--- config.mk ---
export PLATFORM = sky130hd
export DESIGN_NAME = cmpl_top
export DESIGN_NICKNAME = d
export VERILOG_FILES = /design/src/cmpl_pkg.sv /design/src/cmpl_sync_chan.sv /design/src/cmpl_top.sv
export SDC_FILE = /design/constraint.sdc
export NUM_CORES = 1
export LEC_CHECK = 0
export ABC_AREA = 1
export BUFFER_PORTS_ARGS = -buffer_cell sky130_fd_sc_hd__buf_4
export CORE_ASPECT_RATIO = 0.5
export CORE_UTILIZATION = 63
export CTS_CLUSTER_SIZE = 24
export DETAILED_ROUTE_END_ITERATION = 6
export HOLD_SLACK_MARGIN = 0.03
export MAX_ROUTING_LAYER = met4
export PLACE_DENSITY_LB_ADDON = 0.08
export SYNTH_ARGS = -nofsm -noshare
export SYNTH_HDL_FRONTEND = slang
export SYNTH_SLANG_ARGS = --single-unit
export TNS_END_PERCENT = 20
--- constraint.sdc ---
create_clock -name core_clk -period 1.9 [get_ports core_clk]
set_clock_uncertainty 0.05 [all_clocks]
set_input_delay 0.285 -clock core_clk [delete_from_list [all_inputs] [get_ports core_clk]]
set_output_delay 0.285 -clock core_clk [all_outputs]
set_load 0.005 [all_outputs]
--- src/cmpl_pkg.sv ---
// package: register map, field layout and types of the comparator back end
package cmpl_pkg;
	localparam int NUM_CMP = 4; // comparators and lookup tables
	localparam int ADDR_W = 8; // register port address width
	localparam int DATA_W = 16; // register port data width
	// register offsets, the first four are bases of four-register groups
	localparam logic [7:0] OFS_CLK_CFG = 8'h00; // 4 sync clock configs
	localparam logic [7:0] OFS_TRIM = 8'h04; // 4 offset trims
	localparam logic [7:0] OFS_CTRL = 8'h08; // 4 channel controls
	localparam logic [7:0] OFS_LUT_CTRL = 8'h0c; // 4 table controls
	localparam logic [7:0] OFS_LIVE = 8'h10; // live comparator state
	localparam logic [7:0] OFS_STICKY = 8'h11; // sticky table status
	localparam logic [7:0] OFS_MASK = 8'h12; // table irq mask
	// field positions
	localparam int CLK_SRC_LSB = 0; // source select [2:0]
	localparam int CLK_EN_BIT = 3; // clock gate
	localparam int CLK_BYP_BIT = 4; // bypass sync
	localparam int CAL_EN_BIT = 4; // short inputs for calibration
	localparam int LUT_A_LSB = 0; // input a select [1:0]
	localparam int LUT_B_LSB = 4; // input b select [5:4]
	localparam int LUT_FN_LSB = 8; // function word [11:8]
	// reset values
	localparam logic [7:0] RST_CFG8 = 8'h00; // 8-bit registers
	localparam logic [11:0] RST_LUT = 12'h000; // table controls
	localparam logic [3:0] RST_NIB = 4'h0; // 4-bit status and mask
	localparam logic [15:0] RD_ZERO = 16'h0000; // unmapped read
	// function words used by checks
	localparam logic [3:0] FN_AND = 4'h1;
	localparam logic [3:0] FN_XOR = 4'h6;
	// sync clock configuration
	typedef struct packed {
		logic [2:0] rsv; // reserved, reads back zero
		logic bypass; // pass raw output on
		logic clk_en; // run the selected clock
		logic [2:0] src; // 0..3 analog, 4..7 fabric
	} cmpl_clk_cfg_s;
	// offset trim, top bit polarity, low three bits magnitude
	typedef struct packed {
		logic fine_pol;
		logic [2:0] fine_mag;
		logic coarse_pol;
		logic [2:0] coarse_mag;
	} cmpl_trim_s;
	// register port request
	typedef struct packed {
		logic wr_en;
		logic rd_en;
		logic [ADDR_W-1:0] addr;
		logic [DATA_W-1:0] wdata;
	} cmpl_req_s;
endpackage : cmpl_pkg

--- src/cmpl_sync_chan.sv ---
// one comparator output synchroniser with clock select, gate and bypass
`timescale 1ns/1ps
module cmpl_sync_chan (
	input wire logic core_clk,
	input wire logic arst_n,
	input cmpl_pkg::cmpl_clk_cfg_s cfg,
	input wire logic [3:0] ana_clk,
	input wire logic [3:0] fab_clk,
	input wire logic raw,
	output logic out
);
	import cmpl_pkg::*;
	logic [7:0] src_vec; // all selectable clocks
	logic sel_clk; // chosen clock level
	logic sel_prev; // its level one cycle ago
	logic tick; // gated rising edge of chosen clock
	logic s1; // first stage
	logic s2; // second stage
	assign src_vec = {fab_clk, ana_clk};
	assign sel_clk = src_vec[cfg.src];
	assign tick = cfg.clk_en & sel_clk & ~sel_prev;
	// edge detect of the selected clock
	always_ff @(posedge core_clk or negedge arst_n) begin
		if (!arst_n) sel_prev <= 1'b0;
		else sel_prev <= sel_clk;
	end
	// two stages stepped by the chosen clock; s1 only feeds s2
	always_ff @(posedge core_clk or negedge arst_n) begin
		if (!arst_n) begin
			s1 <= 1'b0;
			s2 <= 1'b0;
		end else if (tick) begin
			s1 <= raw;
			s2 <= s1;
		end
	end
	assign out = cfg.bypass ? raw : s2;
	property p_gate_stops;
		@(posedge core_clk) disable iff (!arst_n)
		(!cfg.clk_en && !cfg.bypass) |=> $stable(s2);
	endproperty
	a_gate_stops: assert property (p_gate_stops)
		else $error("sync stage moved with clock gated off");
endmodule : cmpl_sync_chan

--- src/cmpl_top.sv ---
// comparator digital back end: sync, live state, tables, sticky status
`timescale 1ns/1ps
module cmpl_top (
	input wire logic core_clk,
	input wire logic arst_n,
	input cmpl_pkg::cmpl_req_s req,
	output logic [cmpl_pkg::DATA_W-1:0] rdata,
	input wire logic [3:0] cmp_raw,
	input wire logic [3:0] ana_clk,
	input wire logic [3:0] fab_clk,
	output cmpl_pkg::cmpl_trim_s [3:0] trim_out,
	output logic [3:0] cal_short,
	output logic [3:0] table_out,
	output logic [3:0] table_irq
);
	import cmpl_pkg::*;
	cmpl_clk_cfg_s [3:0] clk_cfg; // sync clock configs
	logic [3:0][7:0] trim; // offset trims
	logic [3:0][7:0] ctrl; // channel controls
	logic [3:0][11:0] lut_ctrl; // table controls
	logic [3:0] live; // live comparator state
	logic [3:0] sticky; // sticky table status
	logic [3:0] mask; // table irq mask
	logic [3:0] synced; // outputs after sync stage
	logic [3:0] next_table; // table results this cycle
	logic [3:0] next_sticky; // sticky status next value
	logic [DATA_W-1:0] next_rdata; // read mux
	logic [1:0] idx; // register index inside a group
	logic wr_cfg, wr_trim, wr_ctrl, wr_lut, wr_mask; // write decode
	logic rd_sticky; // read of sticky status
	// decode a group of four registers at a base offset
	function automatic logic in_grp(input logic [7:0] a, input logic [7:0] b);
		in_grp = (a[7:2] == b[7:2]);
	endfunction : in_grp
	// two-input table: bit 3 answers a=0 b=0, bit 0 answers a=1 b=1
	function automatic logic lut_eval(input logic [3:0] fn, input logic a,
		input logic b);
		logic [1:0] k;
		k = {~a, ~b};
		lut_eval = fn[k];
	endfunction : lut_eval
	assign idx = req.addr[1:0];
	assign wr_cfg = req.wr_en & in_grp(req.addr, OFS_CLK_CFG);
	assign wr_trim = req.wr_en & in_grp(req.addr, OFS_TRIM);
	assign wr_ctrl = req.wr_en & in_grp(req.addr, OFS_CTRL);
	assign wr_lut = req.wr_en & in_grp(req.addr, OFS_LUT_CTRL);
	assign wr_mask = req.wr_en & (req.addr == OFS_MASK);
	assign rd_sticky = req.rd_en & (req.addr == OFS_STICKY);
	// per-channel sync, table and output wiring
	genvar g;
	generate
		for (g = 0; g < NUM_CMP; g++) begin : g_ch
			logic [1:0] sa; // input a select
			logic [1:0] sb; // input b select
			cmpl_sync_chan u_sync (
				.core_clk(core_clk),
				.arst_n(arst_n),
				.cfg(clk_cfg[g]),
				.ana_clk(ana_clk),
				.fab_clk(fab_clk),
				.raw(cmp_raw[g]),
				.out(synced[g])
			);
			assign sa = lut_ctrl[g][LUT_A_LSB +: 2];
			assign sb = lut_ctrl[g][LUT_B_LSB +: 2];
			assign next_table[g] = lut_eval(lut_ctrl[g][LUT_FN_LSB +: 4],
				live[sa], live[sb]);
			assign trim_out[g] = cmpl_trim_s'(trim[g]);
			assign cal_short[g] = ctrl[g][CAL_EN_BIT];
		end
	endgenerate
	// sticky: read clears, a set in the same cycle wins
	assign next_sticky = (rd_sticky ? RST_NIB : sticky) | next_table;
	assign table_irq = sticky & mask;
	// read mux
	always_comb begin
		next_rdata = RD_ZERO;
		if (req.rd_en) begin
			case (1'b1)
				in_grp(req.addr, OFS_CLK_CFG):
					next_rdata = {8'h00, 3'b000, clk_cfg[idx][4:0]};
				in_grp(req.addr, OFS_TRIM): next_rdata = {8'h00, trim[idx]};
				in_grp(req.addr, OFS_CTRL): next_rdata = {8'h00, ctrl[idx]};
				in_grp(req.addr, OFS_LUT_CTRL):
					next_rdata = {4'h0, lut_ctrl[idx]};
				(req.addr == OFS_LIVE): next_rdata = {12'h000, live};
				(req.addr == OFS_STICKY): next_rdata = {12'h000, sticky};
				(req.addr == OFS_MASK): next_rdata = {12'h000, mask};
				default: next_rdata = RD_ZERO;
			endcase
		end
	end
	// configuration writes
	always_ff @(posedge core_clk or negedge arst_n) begin
		if (!arst_n) begin
			clk_cfg <= '0;
			trim <= '0;
			ctrl <= '0;
			lut_ctrl <= '0;
			mask <= RST_NIB;
		end else begin
			if (wr_cfg) clk_cfg[idx] <= cmpl_clk_cfg_s'({3'b000,
				req.wdata[4:0]});
			if (wr_trim) trim[idx] <= req.wdata[7:0];
			if (wr_ctrl) ctrl[idx] <= req.wdata[7:0];
			if (wr_lut) lut_ctrl[idx] <= req.wdata[11:0];
			if (wr_mask) mask <= req.wdata[3:0];
		end
	end
	// state: live outputs, table results, sticky, read data
	always_ff @(posedge core_clk or negedge arst_n) begin
		if (!arst_n) begin
			live <= RST_NIB;
			table_out <= RST_NIB;
			sticky <= RST_NIB;
			rdata <= RD_ZERO;
		end else begin
			live <= synced;
			table_out <= next_table;
			sticky <= next_sticky;
			rdata <= next_rdata;
		end
	end
	property p_clear_on_read;
		@(posedge core_clk) disable iff (!arst_n)
		rd_sticky |=> sticky == $past(next_table);
	endproperty
	a_clear_on_read: assert property (p_clear_on_read)
		else $error("sticky status not cleared by read");
	property p_sticky_set;
		@(posedge core_clk) disable iff (!arst_n)
		next_table[0] |=> sticky[0] ##1 (sticky[0] || $past(rd_sticky));
	endproperty
	a_sticky_set: assert property (p_sticky_set)
		else $error("table result lost from sticky status");
	property p_irq_masked;
		@(posedge core_clk) disable iff (!arst_n)
		(wr_mask && req.wdata[0] == 1'b0) |=> !table_irq[0];
	endproperty
	a_irq_masked: assert property (p_irq_masked)
		else $error("interrupt raised while masked");
	property p_live_read;
		@(posedge core_clk) disable iff (!arst_n)
		(req.rd_en && req.addr == OFS_LIVE) |=> rdata[3:0] == $past(live);
	endproperty
	a_live_read: assert property (p_live_read)
		else $error("live state read back wrong");
	property p_cal_short;
		@(posedge core_clk) disable iff (!arst_n)
		(wr_ctrl && idx == 2'd1) |=> cal_short[1] == $past(req.wdata[4]);
	endproperty
	a_cal_short: assert property (p_cal_short)
		else $error("calibration short does not follow control bit");
	property p_trim_out;
		@(posedge core_clk) disable iff (!arst_n)
		(wr_trim && idx == 2'd2) |=> trim_out[2] == $past(req.wdata[7:0]);
	endproperty
	a_trim_out: assert property (p_trim_out)
		else $error("trim fields not driven from trim register");
	property p_and_fn;
		@(posedge core_clk) disable iff (!arst_n)
		(lut_ctrl[0][11:8] == FN_AND) |=> table_out[0] ==
			$past(live[lut_ctrl[0][1:0]] & live[lut_ctrl[0][5:4]]);
	endproperty
	a_and_fn: assert property (p_and_fn)
		else $error("and function wrong");
	property p_xor_fn;
		@(posedge core_clk) disable iff (!arst_n)
		(lut_ctrl[3][11:8] == FN_XOR) |=> table_out[3] ==
			$past(live[lut_ctrl[3][1:0]] ^ live[lut_ctrl[3][5:4]]);
	endproperty
	a_xor_fn: assert property (p_xor_fn)
		else $error("xor function or input select wrong");
	property p_bypass;
		@(posedge core_clk) disable iff (!arst_n)
		clk_cfg[0].bypass |=> live[0] == $past(cmp_raw[0]);
	endproperty
	a_bypass: assert property (p_bypass)
		else $error("bypass does not pass raw output");
	// no read, no read data
	property p_rdata_idle;
		@(posedge core_clk) disable iff (!arst_n)
		!req.rd_en |=> rdata == RD_ZERO;
	endproperty
	a_rdata_idle: assert property (p_rdata_idle)
		else $error("read data not zero without a read");
	// holes above the map read as zero
	property p_unmapped_read;
		@(posedge core_clk) disable iff (!arst_n)
		(req.rd_en && req.addr > OFS_MASK) |=> rdata == RD_ZERO;
	endproperty
	a_unmapped_read: assert property (p_unmapped_read)
		else $error("unmapped read returned data");
	// clock config write lands in its slot, reserved bits zero
	property p_cfg_write;
		@(posedge core_clk) disable iff (!arst_n)
		(wr_cfg && idx == 2'd3) |=>
			clk_cfg[3] == {3'b000, $past(req.wdata[4:0])};
	endproperty
	a_cfg_write: assert property (p_cfg_write)
		else $error("clock config write lost");
	// clock config reads back its five live bits
	property p_cfg_read;
		@(posedge core_clk) disable iff (!arst_n)
		(req.rd_en && req.addr == OFS_CLK_CFG) |=>
			rdata == {11'h000, $past(clk_cfg[0][4:0])};
	endproperty
	a_cfg_read: assert property (p_cfg_read)
		else $error("clock config read back wrong");
	// trim register reads back whole
	property p_trim_read;
		@(posedge core_clk) disable iff (!arst_n)
		(req.rd_en && req.addr == OFS_TRIM) |=>
			rdata == {8'h00, $past(trim[0])};
	endproperty
	a_trim_read: assert property (p_trim_read)
		else $error("trim read back wrong");
	// channel control reads back whole
	property p_ctrl_read;
		@(posedge core_clk) disable iff (!arst_n)
		(req.rd_en && req.addr == OFS_CTRL) |=>
			rdata == {8'h00, $past(ctrl[0])};
	endproperty
	a_ctrl_read: assert property (p_ctrl_read)
		else $error("channel control read back wrong");
	// table control reads back its twelve bits
	property p_lut_read;
		@(posedge core_clk) disable iff (!arst_n)
		(req.rd_en && req.addr == OFS_LUT_CTRL) |=>
			rdata == {4'h0, $past(lut_ctrl[0])};
	endproperty
	a_lut_read: assert property (p_lut_read)
		else $error("table control read back wrong");
	// mask reads back
	property p_mask_read;
		@(posedge core_clk) disable iff (!arst_n)
		(req.rd_en && req.addr == OFS_MASK) |=>
			rdata == {12'h000, $past(mask)};
	endproperty
	a_mask_read: assert property (p_mask_read)
		else $error("mask read back wrong");
	// sticky read returns the bits held before the clear
	property p_sticky_rdata;
		@(posedge core_clk) disable iff (!arst_n)
		rd_sticky |=> rdata == {12'h000, $past(sticky)};
	endproperty
	a_sticky_rdata: assert property (p_sticky_rdata)
		else $error("sticky read data wrong");
	// sticky bits only fall through a read
	property p_sticky_hold;
		@(posedge core_clk) disable iff (!arst_n)
		!rd_sticky |=> (sticky | $past(sticky)) == sticky;
	endproperty
	a_sticky_hold: assert property (p_sticky_hold)
		else $error("sticky bit fell without a read");
	// every table result lands in sticky status
	property p_table_sticky;
		@(posedge core_clk) disable iff (!arst_n)
		1'b1 |=> (sticky & $past(next_table)) == $past(next_table);
	endproperty
	a_table_sticky: assert property (p_table_sticky)
		else $error("table result missing from sticky status");
	// a mask write silences masked tables at once
	property p_irq_masked_all;
		@(posedge core_clk) disable iff (!arst_n)
		wr_mask |=> (table_irq & ~$past(req.wdata[3:0])) == RST_NIB;
	endproperty
	a_irq_masked_all: assert property (p_irq_masked_all)
		else $error("masked table raised an interrupt");
	// an unmasked table result raises its interrupt next cycle
	property p_irq_follow;
		@(posedge core_clk) disable iff (!arst_n)
		(mask[0] && next_table[0] && !wr_mask) |=> table_irq[0];
	endproperty
	a_irq_follow: assert property (p_irq_follow)
		else $error("unmasked table raised no interrupt");
	// a second bypassed channel passes raw output on
	property p_bypass_two;
		@(posedge core_clk) disable iff (!arst_n)
		clk_cfg[2].bypass |=> live[2] == $past(cmp_raw[2]);
	endproperty
	a_bypass_two: assert property (p_bypass_two)
		else $error("bypass on channel two does not pass raw");
	// all zero function word gives false
	property p_false_fn;
		@(posedge core_clk) disable iff (!arst_n)
		(lut_ctrl[1][LUT_FN_LSB +: 4] == RST_NIB) |=> !table_out[1];
	endproperty
	a_false_fn: assert property (p_false_fn)
		else $error("false function wrong");
	// all one function word gives true
	property p_true_fn;
		@(posedge core_clk) disable iff (!arst_n)
		(lut_ctrl[2][LUT_FN_LSB +: 4] == ~RST_NIB) |=> table_out[2];
	endproperty
	a_true_fn: assert property (p_true_fn)
		else $error("true function wrong");
	// inverted and word gives nand
	property p_nand_fn;
		@(posedge core_clk) disable iff (!arst_n)
		(lut_ctrl[1][11:8] == ~FN_AND) |=> table_out[1] ==
			!$past(live[lut_ctrl[1][1:0]] & live[lut_ctrl[1][5:4]]);
	endproperty
	a_nand_fn: assert property (p_nand_fn)
		else $error("nand function wrong");
	// inverted xor word gives xnor on the selected inputs
	property p_xnor_fn;
		@(posedge core_clk) disable iff (!arst_n)
		(lut_ctrl[2][11:8] == ~FN_XOR) |=> table_out[2] ==
			!$past(live[lut_ctrl[2][1:0]] ^ live[lut_ctrl[2][5:4]]);
	endproperty
	a_xnor_fn: assert property (p_xnor_fn)
		else $error("xnor function or input select wrong");
endmodule : cmpl_top

==> Yosys cells after proc, flatten, opt, wreduce, memory -nomap -nowiden <==
Index checks and enable logic that the tools add are counted.
Widths: inputs -> output; s select.
{ "classes": {"addsub": 0, "multipliers": 0, "n_div": 0, "n_lt_le_gt_ge": 18, "n_eq_ne": 6, "shift": 0, "n_mux": 61, "bitwise": 28, "reduce_logical": 2} }
{ "op_table": {"columns": ["operator", "n"], "rows": [
  ["$bwmux 32", 3],
  ["$mux 16", 5],
  ["$bmux 8 s2", 3],
  ["$bwmux 48", 1],
  ["$lt 2x3->1 const B", 13],
  ["$bmux 1 s2", 12],
  ["$bmux 12 s2", 1],
  ["$demux 12 s2", 1],
  ["$eq 8x5->1 const B", 3],
  ["$mux 12", 2],
  ["$mux 8", 3],
  ["$mux 1", 20],
  ["$demux 8 s2", 1],
  ["$lt 3x4->1 const B", 4],
  ["$mux 4", 4],
  ["$and 1x1->1", 14],
  ["$bmux 1 s3", 4],
  ["$eq 6x2->1 const B", 2],
  ["$not 1->1", 12],
  ["$eq 6x1->1 const B", 1],
  ["$logic_not 6->1", 1],
  ["$mux 5", 1],
  ["$and 4x4->4", 1],
  ["$or 4x4->4", 1],
  ["other kinds (2)", 2]
]} }
{ "word_totals": {"reg_bits": 188, "latch_bits": 0, "ramBits": 0, "romBits": 0, "out_inout_bits": 60, "word_cells": 160, "n_memories": 0} }

==> Logic depth before layout (Yosys ltp) <==
Gate-level depths: netlist of run 1.
{ "depth": {"depth_word": 9, "mapped_depth": 11, "ltp_nobuf": 10} }

==> By module <==
Synthesis of run 1 repeated with hierarchy kept, for this count alone.
{ "hier_totals": {"cells_unflattened": 1103, "hier_area_um2": 8719.6} }
{ "by_module_without_submodules": {"columns": ["module", "n_inst", "cells_each", "area_each_um2", "seq_area_each_um2"], "rows": [
  ["cmpl_top", 1, 955, 7738.7, 4003.8],
  ["cmpl_sync_chan", 4, 37, 245.2, 75.1]
]} }

==> Least setup slack after synthesis of run 1 <==
Ideal clock, no wire load.
{ "synth_timing": {"path_type": "input-to-reg", "from": "input req[17] in the netlist's numbering", "to": "register sticky[0]", "arrival_ns": 1.303, "path_slack_ns": 0.413, "stages": 8, "path_buffers": 2, "cell_sequence": "buf_2 inv_2 nand2_1 inv_2 buf_2 nand4_1 nand2_1 nand3_1"} }
{ "synth_between": {"elab_chain_cells": 4} }
{ "synth_lines": {"columns": ["element", "line", "text"], "rows": [
  ["start, declared", "cmpl_top.sv:6", "input cmpl_pkg::cmpl_req_s req,"],
  ["$eq 8x5->1", "cmpl_top.sv:48", "assign rd_sticky = req.rd_en & (req.addr == OFS_STICKY);"],
  ["$and 1x1->1", "cmpl_top.sv:48", null],
  ["$mux 4", "cmpl_top.sv:73", "assign next_sticky = (rd_sticky ? RST_NIB : sticky) | next_table;"],
  ["$or 4x4->4", "cmpl_top.sv:73", null],
  ["net next_sticky[0]", "cmpl_top.sv:26", "logic [3:0] next_sticky;"],
  ["end signal, assigned", "cmpl_top.sv:120", "sticky <= next_sticky;"],
  ["end, declared", "cmpl_top.sv:22", "logic [3:0] sticky;"]
]} }
The timed path passes the listed nets, and every way through them passes these cells.
A chain may end at the register's enable or synchronous reset.

==> Final worst setup path of run 1 <==
{ "layout_timing": {"from": "register live[3]", "to": "register table_out[3]"} }
{ "layout_between": {"elab_chain_cells": 5, "word_cells_on_any_way": 8, "cone_classes": "mux: 6; bitwise: 2"} }
{ "layout_lines": {"columns": ["element", "line", "text"], "rows": [
  ["start, declared", "cmpl_top.sv:21", "logic [3:0] live;"],
  ["start signal, assigned", "cmpl_top.sv:118", "live <= synced;"],
  ["$bmux 1 s2", "cmpl_top.sv:67", "live[sa], live[sb]);"],
  ["$mux 1 (implied by the code)", "cmpl_top.sv:67", null],
  ["$not 1->1", "cmpl_top.sv:39", "k = {~a, ~b};"],
  ["$bmux 1 s2 *", "cmpl_top.sv:40", "lut_eval = fn[k];"],
  ["$mux 1 (implied by the code) *", "cmpl_top.sv:40", null],
  ["net next_table[3]", "cmpl_top.sv:25", "logic [3:0] next_table;"],
  ["end signal, assigned", "cmpl_top.sv:119", "table_out <= next_table;"],
  ["end, declared", "cmpl_top.sv:13", "output logic [3:0] table_out,"]
]} }
Mark *: on every way through the listed nets, which the timed path passes. The rest lies on a longest branch. The select of a mux whose other input is x is not followed.

==> results of run 1 <==
==> worst min-delay path by stage <==
stage / startpoint / end / slack [ns] / cells past startpoint
floorplan: arst_n / cal_short[0]$_DFFE_PN0P_ / -0.06 / 0
global placement: arst_n / rdata[10]$_DFF_PN0_ / 0.17 / 1
detailed placement: arst_n / rdata[11]$_DFF_PN0_ / 0.18 / 1
CTS: cmp_raw[3] / live[3]$_DFF_PN0_ / 0.04 / 2
global route: cmp_raw[3] / live[3]$_DFF_PN0_ / 0.04 / 2
finish: cmp_raw[3] / g_ch[3].u_sync.s1$_DFFE_PN0P_ / 0.05 / 3
==> registers in the layout (all words and copies together) (netlist names), 8 cells and up <==
signal and count:
lut_ctrl 32, trim_out 32, ctrl 28, clk_cfg 20, rdata 12, g_ch.sa 8
g_ch.sb 8
==> synthesized netlist by cell type (all sizes together) (3+ instances only) <==
master / n
nor2: 57
o22ai: 15
a41oi: 3
o211ai: 12
mux2: 4
a21oi: 34
clkbuf: 21
nand4: 6
o21a: 5
or2: 8
buf: 30
o2111ai: 7
o21ai: 175
nand2: 302
a22oi: 4
inv: 96
nand3: 44
dfrtp: 172
nand3b: 3
==> final cells by class <==
cell class,instances,share of cell area (%)
well taps,165,2.12
multi-input cells,689,33.5
flip-flops and latches,172,44.3
clock inverters,14,1.84
repair buffers,124,10.2
clock buffers,18,4.41
inverters,96,3.71
==> placed cells by master (no fill, tap or decap), types with 11 or more instances in the layout <==
cell type  count
nand2_1      292
clkbuf_16     17
inv_1         91
o21ai_1       11
nor2_1        47
dfrtp_1      172
nand3_1       44
a21oi_1       34
o211ai_1      12
buf_4        118
o21ai_0      164
o22ai_1       15
==> logic make-up after synthesis <==
| logic type | share of synthesized area (%) |
|---|---|
| simple gates | 21.7 |
| other cells | 0.0460 |
| compound gates | 17.5 |
| buf+inv | 7.48 |
| flops | 52.8 |
| mux | 0.552 |
==> metrics by stage <==
| stage | util [%] | worst slack (ns) | area [um2] | total power [uW] | std cells |
|---|---|---|---|---|---|
| 4_1_cts | 79.5 | 0.358 | 9720 | 8540 | 1278 |
| 2_1_floorplan | - | 0.413 | 8170 | 4510 | 1008 |
| 3_5_place_dp | 74.4 | 0.0780 | 9100 | 4990 | 1245 |
| 6_report | 79.5 | 0.329 | 9720 | 8540 | 1278 |
| 5_1_grt | 79.5 | 0.218 | 9720 | 8830 | 1278 |
| 3_3_place_gp | 74.4 | 0.132 | 9100 | 4940 | 1245 |
==> tightest hold or removal path, stage by stage <==
cell	delay, ns
buf_4	0.08
nand3_1	0.07
nand2_1	0.06
==> power breakdown <==
part           internal, uW  total [uW]  switching, uW
sequential             3860        4030            171
combinational           361         928            567
clock                  2000        3580           1590
total                  6220        8540           2330
==> routing by layer <==
metal	vias to the layer above	part of all wire, %
met5	-	0
met4	0	2.6
met3	62	9.3
met2	428	46
met1	3659	42
li1	3476	-
==> impl_metrics.csv, run 1 <==
group,metric,value,unit
timing,finalSetupViolations,0,
clock_network,cts.sinks,172,
routing,detail-route-antenna-nets,0,
grt,top_usage_layer,"met2",
timing,tightest_slew,0.651,ns
outcome,status,"finished, final reports clean",
yosys,syn-instance-count,1005,
grt,antenna_found_initial,0,
job,drv_cap,0,
routing,vias_per_cell,5.97,
grt,grt_util_met1,52.0,%
clock_network,clockBufferDepth,2,
clock_network,cts_resized,0,
critical_path,path_buf_inv,0,
grt,grt.overflow.total,0,
yosys,post-synth-top-area-cell,"dfrtp_1",
finish,seq_area,4300,um2
critical_path,r2r_start,"live[3]$_DFF_PN0_",
floorplanning,rows,28,
pwr,vdd_drop_max,0.567,mV
critical_path,slowest_stage,"dfrtp_1",
critical_path,crit_chain,"a21oi_1 > o21ai_0 > nand2_1 > o21ai_0 > nand2_1",
timing,fin_hold_ws,0.0455,ns
critical_path,endpoint_kind,"register",
yosys,synth_seq_cells,172,
grt,grt_pass1_vias,7155,
yosys,yosys_warnings,0,
critical_path,reg2reg_depth,5,
clock_network,postCtsSetupBuffers,0,
place,portBuffers,91,
critical_path,worstPathRequired,2.13,ns
timing,maxSlewViolCount,0,
finish,synthToLayoutAreaGrowth,19.2,%
floorplanning,die_height,82.5,um
finish,drive_gt1_share,17.2,%
finish,fill_cells,847,
floorplanning,design.die.area,13400,um2
timing,relSlewSlack,56.6,%
grt,gr-usage-all-layers,39.3,%
routing,vias,7625,
yosys,synthesis.area,8160,um2
clock_network,cts_tree,"built",
yosys,synth_top_area_share,52.8,%
pwr,leakage,0.00475,uW
critical_path,cpPeakStageDelay,0.58,ns
critical_path,crit_path_max_fanout,9,
clock_network,cts-hold-fix-buffers,1,
grt,grtUsageMet3,8.04,%
yosys,synthFlopType,"dfrtp_1",
routing,drc_errors,0,
yosys,syn_area_per_cell,8.12,um2
critical_path,worst_setup_path_start_kind,"register",
grt,grt_max_degree,48,
yosys,synth.area.top_cells,"dfrtp_1 53%, nand2_1 13%, o21ai_0 10%, inv_1 4.2%, nand3_1 2.7%",
critical_path,path_depth,5,
clock_network,h-tree-depth,4,
critical_path,crit_start,"live[3]$_DFF_PN0_",
finish,final_nets,1140,
place,hpwl,16.7,mm
yosys,ys_seq_area_share,52.8,%
yosys,synthArstFlopShare,100,%
grt,grt_pass1_wl,37.7,mm
critical_path,arrival,1.80,ns
place,gp_congestion,0.954,
yosys,synth_edf_count,0,
grt,grt_use_met2,61.2,%
critical_path,r2r_setup_slack,0.33,ns
critical_path,crit-reg2reg-capture,"table_out[3]$_DFF_PN0_",
timing,setup_tns,0,ns
floorplanning,initial_utilization,66.7,%
floorplanning,core,12200,um2
floorplanning,die_w,163,um
timing,fmax,0.637,GHz
worst_hold_path,hp-class,"input port to register",
finish,antenna_cells,0,
finish,multi_input_area,3250,um2
critical_path,worstSetupPathType,"register to register",
routing,routed_wl,24.1,mm
routing,first_pass_iters,5,
critical_path,endpoint,"table_out[3]$_DFF_PN0_",
timing,finalCritPeriodShare,82.7,%
clock_network,clock-root-buffer,"clkbuf_16",
yosys,synthDistinctLibCells,33,
clock_network,numCtsBuffers,17,
routing,avgRoutedWirePerCell,18.9,um
clock_network,insertion_delay,0.44,ns
timing,grt_setup_unrepaired,"no",
routing,dr.first_iter.drc_count,731,
floorplanning,io_pins,100,
critical_path,cp_top_family,"flip-flops",
timing,period_needed,1.57,ns
pwr,pwr_density_cell,879,nW/um2
timing,hold_viol_final,0,
clock_network,path_clk_slew,0.07,ns
Power figures use the tool's default switching activity.
==> run 2, diff against run 1 <==
--- a/config.mk
+++ b/config.mk
@@ -8,7 +8,7 @@
 export ABC_AREA = 1
 export BUFFER_PORTS_ARGS = -buffer_cell sky130_fd_sc_hd__buf_4
 export CORE_ASPECT_RATIO = 0.5
-export CORE_UTILIZATION = 63
+export CORE_UTILIZATION = 58
 export CTS_CLUSTER_SIZE = 24
 export DETAILED_ROUTE_END_ITERATION = 6
 export HOLD_SLACK_MARGIN = 0.03
==> constraint.sdc (replaced) <==
create_clock -name core_clk -period 1.5 [get_ports core_clk]
set_clock_uncertainty 0.05 [all_clocks]
set_input_delay 0.225 -clock core_clk [delete_from_list [all_inputs] [get_ports core_clk]]
set_output_delay 0.225 -clock core_clk [all_outputs]
set_load 0.005 [all_outputs]
==> run 2 against run 1 <==
  * Design area is 4.6% higher
  * Sequential power is 27% higher
  * Non-clock buffer count is 41 higher
  * Clock-buffer cell count stayed put
  * Critical endpoint is now table_irq[0]
  * Clock power is 22% higher
  * Utilization is 4.9 points lower
==> impl_metrics.csv, run 2 (same netlist as run 1, synthesis figures left out) <==
group,metric,value,unit
floorplanning,design.die.area,14600,um2
outcome,status,"finished, final reports clean",
routing,vias_per_cell,5.59,
routing,detail-route-antenna-nets,0,
pwr,p_comb_share,11.6,%
routing,first_pass_iters,6,
clock_network,cts_tree,"built",
critical_path,worstPathRequired,1.22,ns
floorplanning,rows,30,
routing,routed_wl,23.4,mm
clock_network,insertion_delay,0.43,ns
clock_network,postCtsSetupBuffers,0,
place,placed_cells,1309,
pwr,internal-power,7670,uW
finish,final_common_cell,"nand2_1",
critical_path,endpoint_kind,"output port",
critical_path,arrival,1.15,ns
critical_path,worst_setup_path_start_kind,"register",
grt,grt_pass1_wl,37.7,mm
pwr,seq_power_share,47.6,%
timing,relSlewSlack,66.7,%
grt,grt.overflow.total,0,
timing,finalSetupViolations,0,
grt,grt_pass1_vias,7200,
floorplanning,core,13600,um2
pwr,vdd_drop_max,0.831,mV
clock_network,path_clk_slew,0.07,ns
clock_network,h-tree-depth,4,
grt,top_usage_layer,"met2",
timing,finalCritPeriodShare,94.9,%
grt,grt_max_degree,41,
pwr,leakage,0.00498,uW
pwr,pwr-share-clk,40.8,%
grt,grt_use_met2,53.2,%
clock_network,cts.sinks,172,
pwr,p_sw_share,28.3,%
finish,drive_gt1_share,20.6,%
floorplanning,initial_utilization,59.9,%
routing,dr.first_iter.drc_count,604,
place,hpwl,16.5,mm
finish,fin_util,74.6,%
grt,antenna_found_initial,0,
floorplanning,die_w,170,um
critical_path,r2r_start,"live[1]$_DFF_PN0_",
pwr,p_sw,3020,uW
grt,grtUsageMet3,6.55,%
critical_path,crit_start,"sticky[0]$_DFF_PN0_",
worst_hold_path,hp-class,"input port to register",
timing,hold_viol_final,0,
timing,period_needed,1.42,ns
job,drv_cap,0,
critical_path,r2r_setup_slack,0.11,ns
finish,antenna_cells,0,
pwr,pwr_density_cell,1050,nW/um2
finish,fin_cells,1346,
timing,tightest_slew,0.499,ns
timing,maxSlewViolCount,0,
place,portBuffers,91,
finish,synthToLayoutAreaGrowth,24.7,%
critical_path,worstSetupPathType,"register to output port",
clock_network,clock-root-buffer,"clkbuf_16",
routing,avgRoutedWirePerCell,17.4,um
finish,final_cell_mix,"290 x nand2_1, 169 x dfrtp_1, 159 x o21ai_0",
clock_network,clockBufferDepth,2,
floorplanning,die_height,85.9,um
critical_path,crit_path_max_fanout,3,
floorplanning,io_pins,100,
place,gp_congestion,0.965,
worst_hold_path,min_from,"req[11]",
clock_network,numCtsBuffers,17,
routing,drc_errors,0,
grt,gr-usage-all-layers,35.4,%
grt,grt_util_met1,48.8,%
routing,vias,7527,
finish,final_nets,1181,
timing,fmax,0.703,GHz
==> run 2: layout make-up <==
cell class	instances	area [um2]
clock buffer	18	439
sequential	172	4310
multi-input combinational	689	3270
fill	1050	3450
timing repair buffer	165	1410
clock inverter	14	151
inverter	96	360
tap	192	240
==> run 2: metrics by stage <==
stage	total power, uW	setup TNS, ns	hold slack [ns]	area (um2)	setup WS (ns)
2_1_floorplan	5710	0	-0.121	8170	0.0727
3_3_place_gp	6330	-2.03	0.109	9510	-0.0548
3_5_place_dp	6380	-8.01	0.108	9510	-0.108
4_1_cts	10700	0	0.0427	10200	0.0158
5_1_grt	11100	-0.00160	0.0661	10200	-0.00160
6_report	10700	0	0.0459	10200	0.0768
==> run 2: worst max-delay path, stage by stage, from the launching register on <==
cell	delay, ns
dfrtp_1	0.45
nand2_1	0.10
inv_1	0.05
buf_4	0.12
==> run 2: worst paths after layout <==
kind                                                 endpoint  cells after the start
worst min register to register  g_ch[1].u_sync.s2$_DFFE_PN0P_                      2
worst max-delay path                             table_irq[0]                      3
max in group asynchronous                   live[3]$_DFF_PN0_                      3
min in group asynchronous            lut_ctrl[20]$_DFFE_PN0P_                      2
worst min-delay path                 lut_ctrl[35]$_DFFE_PN0P_                      3
worst max register to register            sticky[1]$_DFF_PN0_                      6
==> run 2: layer usage <==
| metal | up-vias | part of all wire [%] |
|---|---|---|
| met1 | 3563 | 44 |
| li1 | 3560 | - |
| met3 | 54 | 9.2 |
| met5 | - | 0 |
| met4 | 0 | 2.2 |
| met2 | 350 | 45 |
==> run 2: power groups by stage <==
stage / combinational, uW / clock (uW) / sequential, uW
6_report: 1240 / 4360 / 5100
5_1_grt: 1380 / 4580 / 5120
4_1_cts: 1230 / 4370 / 5090
3_5_place_dp: 1200 / 0 / 5170
3_3_place_gp: 1160 / 0 / 5170
2_1_floorplan: 610 / 0 / 5100
==> run 2: repair_timing <==
item | CTS | global route
resized for setup | 0 | 14
hold endpoints to repair | 152 | 0
hold buffers | 5 | 0
setup endpoints to repair | 0 | 10
